$ cat src/rtl/hpf_pkg.sv
// constants and carrier types shared by the host port files
package hpf_pkg;
  // register byte addresses on the apb side
  localparam logic [15:0] ADR_HOST_CTRL = 16'hfff0;
  localparam logic [15:0] ADR_SYS_CTRL  = 16'hfff4;
  localparam logic [15:0] ADR_IN1       = 16'hff00;
  localparam logic [15:0] ADR_OUT1      = 16'hff04;
  localparam logic [15:0] ADR_STS1      = 16'hff08;
  localparam logic [15:0] ADR_IN2       = 16'hff0c;
  localparam logic [15:0] ADR_OUT2      = 16'hff10;
  localparam logic [15:0] ADR_STS2      = 16'hff14;
  localparam logic [15:0] ADR_PORT4     = 16'hff18;
  localparam logic [15:0] ADR_IRQ_EN    = 16'hff1c;
  localparam logic [15:0] ADR_GATE_PIN  = 16'hff20;
  // field positions
  localparam int HPE_BIT  = 1;  // system control: host port enable
  localparam int FGE_BIT  = 0;  // host control: fast gate enable
  localparam int CD_BIT   = 3;  // status: command/data
  localparam int RXF_BIT  = 1;  // status: input buffer full
  localparam int TXF_BIT  = 0;  // status: output buffer full
  localparam int REQ_C    = 3;  // port4 latch cleared by ch2 reads
  localparam int REQ_A    = 4;  // port4 latch cleared by ch1 reads
  localparam int REQ_B    = 5;  // port4 latch cleared by ch1 reads
  localparam int DIR_BIT  = 0;  // gate pin: direction
  localparam int DVAL_BIT = 1;  // gate pin: data value
  localparam int GATE_BIT = 1;  // data bit copied to the gate
  localparam logic [7:0] STS_USER_MASK = 8'hf4;
  // reset values
  localparam logic [7:0] RST_ZERO = 8'h00;
  localparam logic [7:0] RST_GATE = 8'h02;
  // host commands decoded by the fast gate
  localparam logic [7:0] CMD_GATE = 8'hd1;
  localparam logic [7:0] CMD_NOP  = 8'hff;
  // one sample of the host pins
  typedef struct packed {
    logic       sel1_n;
    logic       sel2_n;
    logic       rd_n;
    logic       wr_n;
    logic       addr;
    logic [7:0] data;
  } hpf_pins_t;
  localparam hpf_pins_t PINS_IDLE = '{1'b1, 1'b1, 1'b1, 1'b1, 1'b0, 8'h00};
endpackage

$ cat src/rtl/hpf_gate.sv
// fast address-20 gate command decoder
`timescale 1ns/1ns
module hpf_gate
(
  input  wire logic       clk,
  input  wire logic       rst_n,
  input  wire logic       enable,
  input  wire logic       wr_pulse,
  input  wire logic       is_cmd,
  input  wire logic [7:0] data,
  input  wire logic       init_val,
  output logic            gate,
  output logic            raise
);
  typedef enum logic [1:0] {G_IDLE, G_ARMED, G_DONE} hpf_gstate_t;
  hpf_gstate_t state_reg;        // position in the command sequence
  logic        is_d1;            // command opens a gate sequence
  logic        is_ff;            // trailing no-op command
  assign is_d1 = is_cmd && (data == hpf_pkg::CMD_GATE);
  assign is_ff = is_cmd && (data == hpf_pkg::CMD_NOP);
  // cpu flag is raised unless the byte belongs to a gate sequence or is a data byte written right after the gate data byte
  always_comb
  begin
    raise = 1'b1;
    if (enable)
    begin
      case (state_reg)
        G_ARMED: raise = is_cmd && !is_d1;
        G_DONE:  raise = is_cmd && !is_d1 && !is_ff;
        default: raise = !is_d1;
      endcase
    end
  end
  // sequence tracking, only written bytes of channel 1 arrive here
  always_ff @(posedge clk or negedge rst_n)
  begin
    if (!rst_n)
      state_reg <= G_IDLE;
    else if (!enable)
      state_reg <= G_IDLE;
    else if (wr_pulse)
    begin
      if (is_d1)
        state_reg <= G_ARMED;
      else if (state_reg == G_ARMED && !is_cmd)
        state_reg <= G_DONE;
      else
        state_reg <= G_IDLE;
    end
  end
  // gate level: seeded from the pin data value while disabled
  always_ff @(posedge clk or negedge rst_n)
  begin
    if (!rst_n)
      gate <= 1'b1;
    else if (!enable)
      gate <= init_val;
    else if (wr_pulse && state_reg == G_ARMED && !is_cmd)
      gate <= data[hpf_pkg::GATE_BIT];
  end
endmodule

$ cat src/rtl/hpf_host_port.sv
// host port: two channel parallel slave with fast gate and host requests
//
// Implementation choice: register access over APB.
`timescale 1ns/1ns
// ****************************************************************
// Summary of operation
// - port active only while enable bit set
// - slave mode takes over data and strobe pins
// - ch1 read drives output data or status
// - ch1 write loads input data, tagged by address
// - ch2 reads and writes mirror channel 1
// - fast gate output only when enable set
// - gate starts at pin data value, high
// - gate commands only from ch1 writes
// - after d1 command, data bit1 drives gate
// - gate changes at write strobe rising edge
// - gate bytes never raise cpu flag
// - other command cancels; repeated d1 re-arms
// - ch1 full interrupt while enabled and full
// - ch2 full interrupt while enabled and full
// - three port4 bits drive host requests
// - latch sets on read zero then write one
// - cpu writing zero clears the latch
// - ch1 data read clears latches a and b
// - ch2 data read clears latch c
// - full flag set by host, cleared by cpu
// - address level latched into command/data bit
// ****************************************************************
module hpf_host_port
(
  input  wire logic        CLK,
  input  wire logic        RST_N,
  input  wire logic        PSEL,
  input  wire logic        PENABLE,
  input  wire logic        PWRITE,
  input  wire logic [15:0] PADDR,
  input  wire logic [31:0] PWDATA,
  output logic      [31:0] PRDATA,
  output logic             PREADY,
  output logic             PSLVERR,
  input  wire logic        SELECT_CH1_N,
  input  wire logic        SELECT_CH2_N,
  input  wire logic        HOST_READ_N,
  input  wire logic        HOST_WRITE_N,
  input  wire logic        HOST_ADDR_BIT,
  input  wire logic [7:0]  HOST_DATA_IN,
  output logic      [7:0]  HOST_DATA_OUT,
  output logic             HOST_DATA_OE_N,
  output logic             ADDR20_GATE_OUT,
  output logic             ADDR20_GATE_OE_N,
  output logic             HOST_REQ_A,
  output logic             HOST_REQ_B,
  output logic             HOST_REQ_C,
  output logic             RX_FULL_IRQ_CH1,
  output logic             RX_FULL_IRQ_CH2
);
  // ****************************************************************
  // host pin sampling
  // ****************************************************************
  hpf_pkg::hpf_pins_t pins_raw;   // pins as they arrive
  hpf_pkg::hpf_pins_t hs;         // synchronised sample
  hpf_pkg::hpf_pins_t prev_reg;   // sample one clock earlier
  assign pins_raw = '{SELECT_CH1_N, SELECT_CH2_N, HOST_READ_N,
                      HOST_WRITE_N, HOST_ADDR_BIT, HOST_DATA_IN};
  // two flops before any edge logic looks at the pins
  hpf_sync u_sync
  (
    .clk   (CLK),
    .rst_n (RST_N),
    .din   (pins_raw),
    .dout  (hs)
  );
  // previous sample gives edges; it also holds the address and data
  // that were stable while the write strobe was low
  always_ff @(posedge CLK or negedge RST_N)
  begin
    if (!RST_N)
      prev_reg <= hpf_pkg::PINS_IDLE;
    else
      prev_reg <= hs;
  end
  // ****************************************************************
  // control registers
  // ****************************************************************
  logic [7:0] sys_ctrl_reg;   // system control, host enable
  logic [7:0] host_ctrl_reg;  // host control, fast gate enable
  logic [7:0] irq_en_reg;     // full interrupt enables
  logic [7:0] gate_pin_reg;   // gate pin direction and data value
  logic       host_en;        // slave mode
  logic       fast_en;        // fast gate active
  assign host_en = sys_ctrl_reg[hpf_pkg::HPE_BIT];
  assign fast_en = host_en && host_ctrl_reg[hpf_pkg::FGE_BIT];
  // ****************************************************************
  // host access decode
  // ****************************************************************
  logic ch1_prev;   // ch1 alone selected in the previous sample
  logic ch2_prev;   // ch2 alone selected in the previous sample
  logic ch1_now;    // ch1 alone selected now
  logic ch2_now;    // ch2 alone selected now
  logic wr_rise;    // end of a host write
  logic rd_fall;    // start of a host read
  logic rd_rise;    // end of a host read
  logic wr1;        // host wrote channel 1
  logic wr2;        // host wrote channel 2
  logic rd_active;  // host read in progress
  assign ch1_prev = !prev_reg.sel1_n && prev_reg.sel2_n;
  assign ch2_prev = !prev_reg.sel2_n && prev_reg.sel1_n;
  assign ch1_now  = !hs.sel1_n && hs.sel2_n;
  assign ch2_now  = !hs.sel2_n && hs.sel1_n;
  // the other strobe must be high, so both low reads as idle
  assign wr_rise  = host_en && !prev_reg.wr_n && hs.wr_n && prev_reg.rd_n;
  assign rd_fall  = host_en && prev_reg.rd_n && !hs.rd_n && hs.wr_n;
  assign rd_rise  = host_en && !prev_reg.rd_n && hs.rd_n && prev_reg.wr_n;
  assign wr1      = wr_rise && ch1_prev;
  assign wr2      = wr_rise && ch2_prev;
  assign rd_active = host_en && !hs.rd_n && hs.wr_n && (ch1_now || ch2_now);
  // ****************************************************************
  // apb slave
  // ****************************************************************
  logic setup;       // first cycle of a transfer
  logic acc;         // access phase, completes at once
  logic wr_acc;      // completing write
  logic rd_acc;      // completing read
  logic mapped;      // address hits a register
  logic [7:0] rmux;  // read value of the addressed register
  assign setup  = PSEL && !PENABLE;
  assign acc    = PSEL && PENABLE;
  assign wr_acc = acc && PWRITE;
  assign rd_acc = acc && !PWRITE;
  // no wait states: the read value is captured in setup
  assign PREADY  = 1'b1;
  assign PSLVERR = acc && !mapped;
  // ****************************************************************
  // channel data and status
  // ****************************************************************
  logic [7:0] in1_reg;     // in_data_ch1
  logic [7:0] in2_reg;     // in_data_ch2
  logic [7:0] out1_reg;    // out_data_ch1
  logic [7:0] out2_reg;    // out_data_ch2
  logic [7:0] sts1_reg;    // status_ch1
  logic [7:0] sts2_reg;    // status_ch2
  logic [7:0] port4_reg;   // port4_data_reg with host request latches
  logic       raise1;      // ch1 write sets the full flag
  logic       gate_q;      // fast gate level
  // fast gate sees only channel 1 writes
  hpf_gate u_gate
  (
    .clk      (CLK),
    .rst_n    (RST_N),
    .enable   (fast_en),
    .wr_pulse (wr1),
    .is_cmd   (prev_reg.addr),
    .data     (prev_reg.data),
    .init_val (gate_pin_reg[hpf_pkg::DVAL_BIT]),
    .gate     (gate_q),
    .raise    (raise1)
  );
  // input data registers take the byte held during the strobe
  always_ff @(posedge CLK or negedge RST_N)
  begin
    if (!RST_N)
    begin
      in1_reg <= hpf_pkg::RST_ZERO;
      in2_reg <= hpf_pkg::RST_ZERO;
    end
    else
    begin
      if (wr1)
        in1_reg <= prev_reg.data;
      if (wr2)
        in2_reg <= prev_reg.data;
    end
  end
  // output data registers written only by the local cpu
  always_ff @(posedge CLK or negedge RST_N)
  begin
    if (!RST_N)
    begin
      out1_reg <= hpf_pkg::RST_ZERO;
      out2_reg <= hpf_pkg::RST_ZERO;
    end
    else if (wr_acc)
    begin
      if (PADDR == hpf_pkg::ADR_OUT1)
        out1_reg <= PWDATA[7:0];
      if (PADDR == hpf_pkg::ADR_OUT2)
        out2_reg <= PWDATA[7:0];
    end
  end
  // status: user bits by cpu, flags by hardware; a set beats a
  // clear that lands in the same cycle
  always_ff @(posedge CLK or negedge RST_N)
  begin
    if (!RST_N)
    begin
      sts1_reg <= hpf_pkg::RST_ZERO;
      sts2_reg <= hpf_pkg::RST_ZERO;
    end
    else
    begin
      if (wr_acc && PADDR == hpf_pkg::ADR_STS1)
        sts1_reg <= (sts1_reg & ~hpf_pkg::STS_USER_MASK)
                  | (PWDATA[7:0] & hpf_pkg::STS_USER_MASK);
      if (wr_acc && PADDR == hpf_pkg::ADR_STS2)
        sts2_reg <= (sts2_reg & ~hpf_pkg::STS_USER_MASK)
                  | (PWDATA[7:0] & hpf_pkg::STS_USER_MASK);
      // channel 1 flags
      if (wr1)
        sts1_reg[hpf_pkg::CD_BIT] <= prev_reg.addr;
      if (wr1 && raise1)
        sts1_reg[hpf_pkg::RXF_BIT] <= 1'b1;
      else if (rd_acc && PADDR == hpf_pkg::ADR_IN1)
        sts1_reg[hpf_pkg::RXF_BIT] <= 1'b0;
      if (wr_acc && PADDR == hpf_pkg::ADR_OUT1)
        sts1_reg[hpf_pkg::TXF_BIT] <= 1'b1;
      else if (rd_rise && ch1_prev && !prev_reg.addr)
        sts1_reg[hpf_pkg::TXF_BIT] <= 1'b0;
      // channel 2 flags
      if (wr2)
        sts2_reg[hpf_pkg::CD_BIT] <= prev_reg.addr;
      if (wr2)
        sts2_reg[hpf_pkg::RXF_BIT] <= 1'b1;
      else if (rd_acc && PADDR == hpf_pkg::ADR_IN2)
        sts2_reg[hpf_pkg::RXF_BIT] <= 1'b0;
      if (wr_acc && PADDR == hpf_pkg::ADR_OUT2)
        sts2_reg[hpf_pkg::TXF_BIT] <= 1'b1;
      else if (rd_rise && ch2_prev && !prev_reg.addr)
        sts2_reg[hpf_pkg::TXF_BIT] <= 1'b0;
    end
  end
  // ****************************************************************
  // control register writes
  // ****************************************************************
  always_ff @(posedge CLK or negedge RST_N)
  begin
    if (!RST_N)
    begin
      sys_ctrl_reg  <= hpf_pkg::RST_ZERO;
      host_ctrl_reg <= hpf_pkg::RST_ZERO;
      irq_en_reg    <= hpf_pkg::RST_ZERO;
      gate_pin_reg  <= hpf_pkg::RST_GATE;
    end
    else if (wr_acc)
    begin
      case (PADDR)
        hpf_pkg::ADR_SYS_CTRL:  sys_ctrl_reg  <= PWDATA[7:0];
        hpf_pkg::ADR_HOST_CTRL: host_ctrl_reg <= PWDATA[7:0];
        hpf_pkg::ADR_IRQ_EN:    irq_en_reg    <= PWDATA[7:0];
        hpf_pkg::ADR_GATE_PIN:  gate_pin_reg  <= PWDATA[7:0];
        default:                sys_ctrl_reg  <= sys_ctrl_reg;
      endcase
    end
  end
  // ****************************************************************
  // host request latches in port4
  // ****************************************************************
  logic [7:0] read0_reg;  // bit was read as zero since last write
  logic [7:0] host_clr;   // host read clears this bit
  always_comb
  begin
    host_clr = 8'h00;
    host_clr[hpf_pkg::REQ_A] = rd_fall && ch1_now && !hs.addr;
    host_clr[hpf_pkg::REQ_B] = rd_fall && ch1_now && !hs.addr;
    host_clr[hpf_pkg::REQ_C] = rd_fall && ch2_now && !hs.addr;
  end
  genvar gi;
  generate
    for (gi = 0; gi < 8; gi++)
    begin : g_p4
      // latch bits need a read of zero before a one takes; others are
      // plain storage
      localparam bit IS_REQ = (gi == hpf_pkg::REQ_A) ||
                              (gi == hpf_pkg::REQ_B) ||
                              (gi == hpf_pkg::REQ_C);
      always_ff @(posedge CLK or negedge RST_N)
      begin
        if (!RST_N)
        begin
          port4_reg[gi] <= 1'b0;
          read0_reg[gi] <= 1'b0;
        end
        else if (wr_acc && PADDR == hpf_pkg::ADR_PORT4)
        begin
          read0_reg[gi] <= 1'b0;
          if (!PWDATA[gi])
            port4_reg[gi] <= 1'b0;
          else if (!IS_REQ || read0_reg[gi])
            port4_reg[gi] <= 1'b1;
          else if (host_clr[gi])
            port4_reg[gi] <= 1'b0;
        end
        else
        begin
          if (rd_acc && PADDR == hpf_pkg::ADR_PORT4 && !port4_reg[gi])
            read0_reg[gi] <= 1'b1;
          if (host_clr[gi])
            port4_reg[gi] <= 1'b0;
        end
      end
    end
  endgenerate
  // ****************************************************************
  // apb read path
  // ****************************************************************
  always_comb
  begin
    mapped = 1'b1;
    case (PADDR)
      hpf_pkg::ADR_HOST_CTRL: rmux = host_ctrl_reg;
      hpf_pkg::ADR_SYS_CTRL:  rmux = sys_ctrl_reg;
      hpf_pkg::ADR_IN1:       rmux = in1_reg;
      hpf_pkg::ADR_OUT1:      rmux = out1_reg;
      hpf_pkg::ADR_STS1:      rmux = sts1_reg;
      hpf_pkg::ADR_IN2:       rmux = in2_reg;
      hpf_pkg::ADR_OUT2:      rmux = out2_reg;
      hpf_pkg::ADR_STS2:      rmux = sts2_reg;
      hpf_pkg::ADR_PORT4:     rmux = port4_reg;
      hpf_pkg::ADR_IRQ_EN:    rmux = irq_en_reg;
      hpf_pkg::ADR_GATE_PIN:  rmux = gate_pin_reg;
      default:
      begin
        rmux   = 8'h00;
        mapped = 1'b0;
      end
    endcase
  end
  // read data captured in setup and held through the access
  always_ff @(posedge CLK or negedge RST_N)
  begin
    if (!RST_N)
      PRDATA <= 32'h0000_0000;
    else if (setup && !PWRITE)
      PRDATA <= {24'h00_0000, rmux};
  end
  // ****************************************************************
  // host data bus and outputs
  // ****************************************************************
  // bus data from a flop; the enable follows the read strobe
  always_ff @(posedge CLK or negedge RST_N)
  begin
    if (!RST_N)
      HOST_DATA_OUT <= 8'h00;
    else if (ch1_now)
      HOST_DATA_OUT <= hs.addr ? sts1_reg : out1_reg;
    else if (ch2_now)
      HOST_DATA_OUT <= hs.addr ? sts2_reg : out2_reg;
  end
  assign HOST_DATA_OE_N = !rd_active;
  // gate pin: fast level in fast mode, else the software data value
  assign ADDR20_GATE_OUT  = fast_en ? gate_q : gate_pin_reg[hpf_pkg::DVAL_BIT];
  assign ADDR20_GATE_OE_N = !gate_pin_reg[hpf_pkg::DIR_BIT];
  // host requests only reach the pins in slave mode
  assign HOST_REQ_A = host_en && port4_reg[hpf_pkg::REQ_A];
  assign HOST_REQ_B = host_en && port4_reg[hpf_pkg::REQ_B];
  assign HOST_REQ_C = host_en && port4_reg[hpf_pkg::REQ_C];
  assign RX_FULL_IRQ_CH1 = irq_en_reg[0] && sts1_reg[hpf_pkg::RXF_BIT];
  assign RX_FULL_IRQ_CH2 = irq_en_reg[1] && sts2_reg[hpf_pkg::RXF_BIT];
endmodule

$ cat src/rtl/hpf_sync.sv
// two-flop synchroniser for the host pin bundle
`timescale 1ns/1ns
module hpf_sync
(
  input  wire logic              clk,
  input  wire logic              rst_n,
  input  wire hpf_pkg::hpf_pins_t din,
  output hpf_pkg::hpf_pins_t     dout
);
  hpf_pkg::hpf_pins_t meta_reg;  // first stage, read only by dout
  // strobes idle high through reset so no false edge on release
  always_ff @(posedge clk or negedge rst_n)
  begin
    if (!rst_n)
    begin
      meta_reg <= hpf_pkg::PINS_IDLE;
      dout     <= hpf_pkg::PINS_IDLE;
    end
    else
    begin
      meta_reg <= din;
      dout     <= meta_reg;
    end
  end
endmodule
$ cat config.mk
export PLATFORM = sky130hd
export DESIGN_NAME = hpf_host_port
export DESIGN_NICKNAME = d
export VERILOG_FILES = /design/src/rtl/hpf_pkg.sv /design/src/rtl/hpf_gate.sv /design/src/rtl/hpf_host_port.sv /design/src/rtl/hpf_sync.sv
export SDC_FILE = /design/constraint.sdc
export NUM_CORES = 1
export LEC_CHECK = 0
export ABC_CLOCK_PERIOD_IN_PS = 1920
export BUFFER_PORTS_ARGS = -buffer_cell sky130_fd_sc_hd__buf_2
export CORE_AREA = 2 2 117 119
export CTS_BUF_LIST = sky130_fd_sc_hd__clkbuf_4 sky130_fd_sc_hd__clkbuf_8
export DETAILED_ROUTE_END_ITERATION = 12
export DIE_AREA = 0 0 119 121
export PLACE_DENSITY = 0.86
export SLEW_MARGIN = 20
export SYNTH_ARGS = -nofsm -noshare
export SYNTH_HDL_FRONTEND = slang
export SYNTH_SLANG_ARGS = --single-unit
$ cat constraint.sdc
create_clock -name CLK -period 1.92 [get_ports CLK]
set_input_delay 0 -clock CLK [delete_from_list [all_inputs] [get_ports CLK]]
set_output_delay 0 -clock CLK [all_outputs]
set_load 0.05 [all_outputs]
### After elaboration in Yosys (flattened, before gate mapping)

Index checks and enable logic that the tools add are counted.

| cells by class | value |
|---|---|
| order comparisons | 0 |
| reductions and logical operators | 94 |
| divide/modulo/power cells | 0 |
| bitwise logic cells | 2 |
| shifts and indexed selects | 0 |
| equality and inequality tests | 17 |
| add/sub/neg operators | 0 |
| multiplexer cells | 50 |
| multiply operators | 0 |

Operator list:

| kind | count |
|---|---|
| $eq A16 B16 Y1 const B | 11 |
| $pmux W8 S11 | 1 |
| $logic_and A1 B1 Y1 | 57 |
| $mux W1 | 38 |
| $mux W8 | 4 |
| $logic_not A1 Y1 | 19 |
| $eq A8 B8 Y1 const B | 2 |
| $or A4 B8 Y8 | 2 |
| $reduce_and A2 Y1 | 6 |
| $reduce_bool A2 Y1 | 6 |
| $reduce_bool A3 Y1 | 4 |
| $reduce_or A11 Y1 | 1 |
| $mux W2 | 4 |
| $mux W4 | 2 |
| $ne A2 B1 Y1 const B | 2 |
| $eq A2 B1 Y1 const B | 1 |
| $eq A2 B2 Y1 const B | 1 |
| $pmux W1 S2 | 1 |
| $logic_or A1 B1 Y1 | 1 |

| storage, ports and cells | value |
|---|---|
| memories | 0 |
| bits in latches | 0 |
| output and inout port bits | 50 |
| RAM bits | 0 |
| bits of input ports | 66 |
| ROM bits | 0 |
| flip-flop bits (word level) | 149 |

### Longest topological paths before layout

| logic depth | value |
|---|---|
| depth in word-level cells | 9 |
| gate-level depth with buffers | 7 |
| depth with buffers taken out | 6 |

### Cells and area by module

A second synthesis with hierarchy kept.

| second synthesis, totals | value |
|---|---|
| cells, all modules | 539 |
| area, all modules | 6645.1 um^2 |

Modules (own cells, without submodules):

| module | area each (um^2) | times used | cells each |
|---|---|---|---|
| hpf_host_port | 5768.0 | 1 | 490 |
| hpf_sync | 660.6 | 1 | 26 |
| hpf_gate | 216.5 | 1 | 23 |

### Worst setup path before layout

Ideal clock, no wire load.

| timing | value |
|---|---|
| path kind | reg2reg |
| start point | reg u_sync.dout[11] (netlist name) |
| end point | reg HOST_DATA_OUT[1] |
| setup slack | -0.110 ns |
| path buffers | 1 |
| data arrival time | 1.905 ns |
| cell stages (with the launch flop) | 5 |
| cells stage by stage | dfstp_2 ha_1 clkbuf_1 mux4_2 mux2_2 |

| between the ends | value |
|---|---|
| cells in the longest elaborated chain, start to end | 3 |
| elaborated cells on any way between the ends | 5 |
| those cells by class | mux: 1; reduce/logical: 4 |

RTL lines:

| element | RTL line | source |
|---|---|---|
| start, declared | hpf_sync.sv:8 | `output hpf_pkg::hpf_pins_t dout` |
| start signal, assigned | hpf_sync.sv:17 | `dout <= hpf_pkg::PINS_IDLE;` |
| start signal, assigned | hpf_sync.sv:22 | `dout <= meta_reg;` |
| $logic_not A1 Y1 | hpf_host_port.sv:109 | `assign ch2_now = !hs.sel2_n && hs.sel1_n;` |
| $logic_and A1 B1 Y1 | hpf_host_port.sv:109 |  |
| $reduce_bool A2 Y1 (no line) | -- |  |
| end signal, assigned | hpf_host_port.sv:344 | `HOST_DATA_OUT <= hs.addr ? sts1_reg : out1_reg;` |
| end signal, assigned | hpf_host_port.sv:346 | `HOST_DATA_OUT <= hs.addr ? sts2_reg : out2_reg;` |
| end, declared | hpf_host_port.sv:47 | `output logic [7:0] HOST_DATA_OUT,` |

Parallel ways exist; a longest one is shown, timed or not.
A chain may end at the register's enable or synchronous reset.

### Worst setup path after layout

| timing | value |
|---|---|
| start point | reg u_sync.dout[11] (netlist name) |
| end point | reg HOST_DATA_OUT[5] |

The elaborated chain is that of the path after synthesis.

==> impl_metrics.toml <==
[outcome]
status = "finished, final reports clean"

[floorplan]
start_util_pct = 51.8
core_area_um2 = 13100
die_x_um = 119
num_rows = 42
ios = 116
chipHeight_um = 121
dieArea_um2 = 14400

[worst_setup_path]
crit_path_cell_trace = "ha_1, buf_12, mux4_2, mux2_2"
crit_slowest_cell = "mux4_2"
critical_path_required_ns = 2.27
cp_max_fo = 9
path_class = "flip-flop to flip-flop"
crit_family = "multiplexers"
start_kind = "flip-flop"
cpPeakStageDelay_ns = 0.55
cp.arrival_ns = 2.21
r2r-start = "u_sync.dout[11]$_DFF_PN1_"
rr_endpoint = "HOST_DATA_OUT[5]$_DFFE_PN0N_"
worstSetupEndpointType = "flip-flop"
critPathBufInv = 1
r2r.worst_path.cells = 4
r2r_setup_slack_ns = 0.06

[power_and_ir_drop]
ir_drop_mv = 0.552
p_per_area_nw_per_um2 = 719
leakage_nw = 3.91

[clock_tree]
cts.sinks = 149
tritoncts = "built"
cts_buffers = 17
clk_latency_ns = 0.46
cts_root_buf = "clkbuf_8"
htreeDepth = 4
cts.clk_slew.worst_paths_ns = 0.08
cts_buffer_depth = 2

[yosys]
synthArstFlopShare_pct = 100
synth_area_um2 = 6780
synth.most_common_cell = "dfrtp_1"
synth_commonest_cells = "dfrtp_1 (135), mux2_2 (86), nand2_1 (44)"
synth_edf_count = 0
ys_types = 53
yosys.area.top_type = "dfrtp_1"
synth_seq_area_share_pct = 55.3
synthFlopType = "dfrtp_1"
ys_ff_latch = 149
synth_top_area_share_pct = 49.9
synth_area_leaders = "dfrtp_1 (50%), mux2_2 (14%), dfstp_2 (5.4%)"
synthCells = 521
ys_warn_count = 0
syn_avg_cell_area_um2 = 13.0

[layout]
synthToLayoutAreaGrowth_pct = 21.0
utilization_pct = 62.7
fillers = 979
drive_above_1_share_pct = 40.9
n_antenna_cell = 0
final_area_um2 = 8200
nets = 727
ff_latch_area_um2 = 3750
multi_input_area_um2 = 2810

[placement]
gp_congestion = 0.977
port-buffer-count = 66
hpwl_um = 12800
place_area_um2 = 7560
place_ws_ns = 0.0120

[drt]
first_pass_iters = 5
finalWirelength_um = 17700
vias = 5095
drt_iter0_markers = 563
viasPerCell = 6.02
drc_errors = 0
ant_nets = 0
avgRoutedWirePerCell_um = 20.9

[worst_hold_path]
min_path_type = "input port to async pin"

[grt]
grt_pass1_wl_um = 28100
grt_max_degree = 58
grt.total_usage_pct = 26.1
first_global_vias = 5208
overflow = 0
antenna_found_initial = 0

[timing]
fin_skew_ns = 0.0163
hold_violations = 0
period_share_pct = 96.9
setup_viol = 0
finalSetupTns_ns = 0
fmax_ghz = 0.538
maxSlewViolCount = 0
relSlewSlack_pct = 43.9
min_period_ns = 1.86
hold_ws_ns = 0.0566
tightest_slew_ns = 0.835
layout_setup_ws_ns = 0.0602
rsz0062_at_grt = "false"

[run]
maxCapViolCount = 0
-- power by group --
part	total (W)	internal (W)	switching (W)	leakage, nW
clock network	0.00220	0.00103	0.00117	0.195
registers	0.00322	0.00319	0.0000322	1.95
logic	0.000465	0.000141	0.000324	1.76
total	0.00589	0.00436	0.00153	3.91
-- per-stage QoR --
stage,cells,total power [W]
after floorplan,544,0.00353
after global placement,787,0.00369
after detailed placement,787,0.00371
after CTS,846,0.00593
after global routing,846,0.00611
final,846,0.00589
-- cell families (layout without fill, tap and decap cells) --
family	after synthesis	after routing	share of synthesized area, %
flops	149	149	55.3
other cells	2	25	0.111
buf+inv	53	179	4.60
mux	98	98	17.5
fa+ha+maj	4	4	0.739
simple gates	148	148	14.0
compound gates	67	67	7.74
-- worst max-delay path by stage --
stage	startpoint	to	slack, ns	depth (start not counted)
after global placement	PADDR[1]	PRDATA[1]$_DFFE_PN0P_	0.04	7
after global routing	u_sync.dout[11]$_DFF_PN1_	HOST_DATA_OE_N	0.02	6
after detailed placement	PADDR[3]	PRDATA[3]$_DFFE_PN0P_	0.01	7
final	u_sync.dout[11]$_DFF_PN1_	HOST_DATA_OUT[5]$_DFFE_PN0N_	0.06	4
after floorplan	prev_reg[10]$_DFF_PN1_	in1_reg[2]$_DFFE_PN0P_	0.08	4
after CTS	u_sync.dout[11]$_DFF_PN1_	HOST_DATA_OUT[5]$_DFFE_PN0N_	0.05	4
-- cells in the final DEF, fill, tap and decap left out, types with 8 or more instances in the layout --
master and n:
nor3_1 8, a22oi_1 16, mux2_2 86, buf_4 41, conb_1 25, mux4_2 8
buf_2 64, dlygate4sd3_1 26, and3_1 10, dfrtp_1 135, a32oi_1 11, dfstp_2 14
nor2_1 18, nand2_1 44, clkbuf_8 20, a222oi_1 9, and2_1 9
-- timing repair --
item / in CTS / in global routing
endpoints found under the hold margin: 223 / 0
buffers inserted: 1 / 0
setup endpoints to repair: 1 / 0
resized for setup: 3 / 0
hold buffers: 26 / 0
-- layer usage --
layer | wire length, um | GRT usage, % | vias to the layer above | share of wire [%]
met5 | 0 | 0 | - | 0
li1 | - | - | 2172 | -
met4 | 698 | 13.3 | 0 | 3.9
met2 | 8570 | 42.4 | 329 | 48
met3 | 1680 | 6.44 | 56 | 9.5
met1 | 6770 | 32.7 | 2538 | 38
-- layout make-up --
cell class / instances / share of cell area, %
repair buffers: 140 / 12.7
clock inverters: 10 / 0.839
flip-flops and latches: 149 / 45.7
well taps: 176 / 2.69
inverters: 7 / 0.320
clock buffers: 22 / 3.54
multi-input cells: 342 / 34.2
No activity file was read; power rests on OpenSTA's default activity.
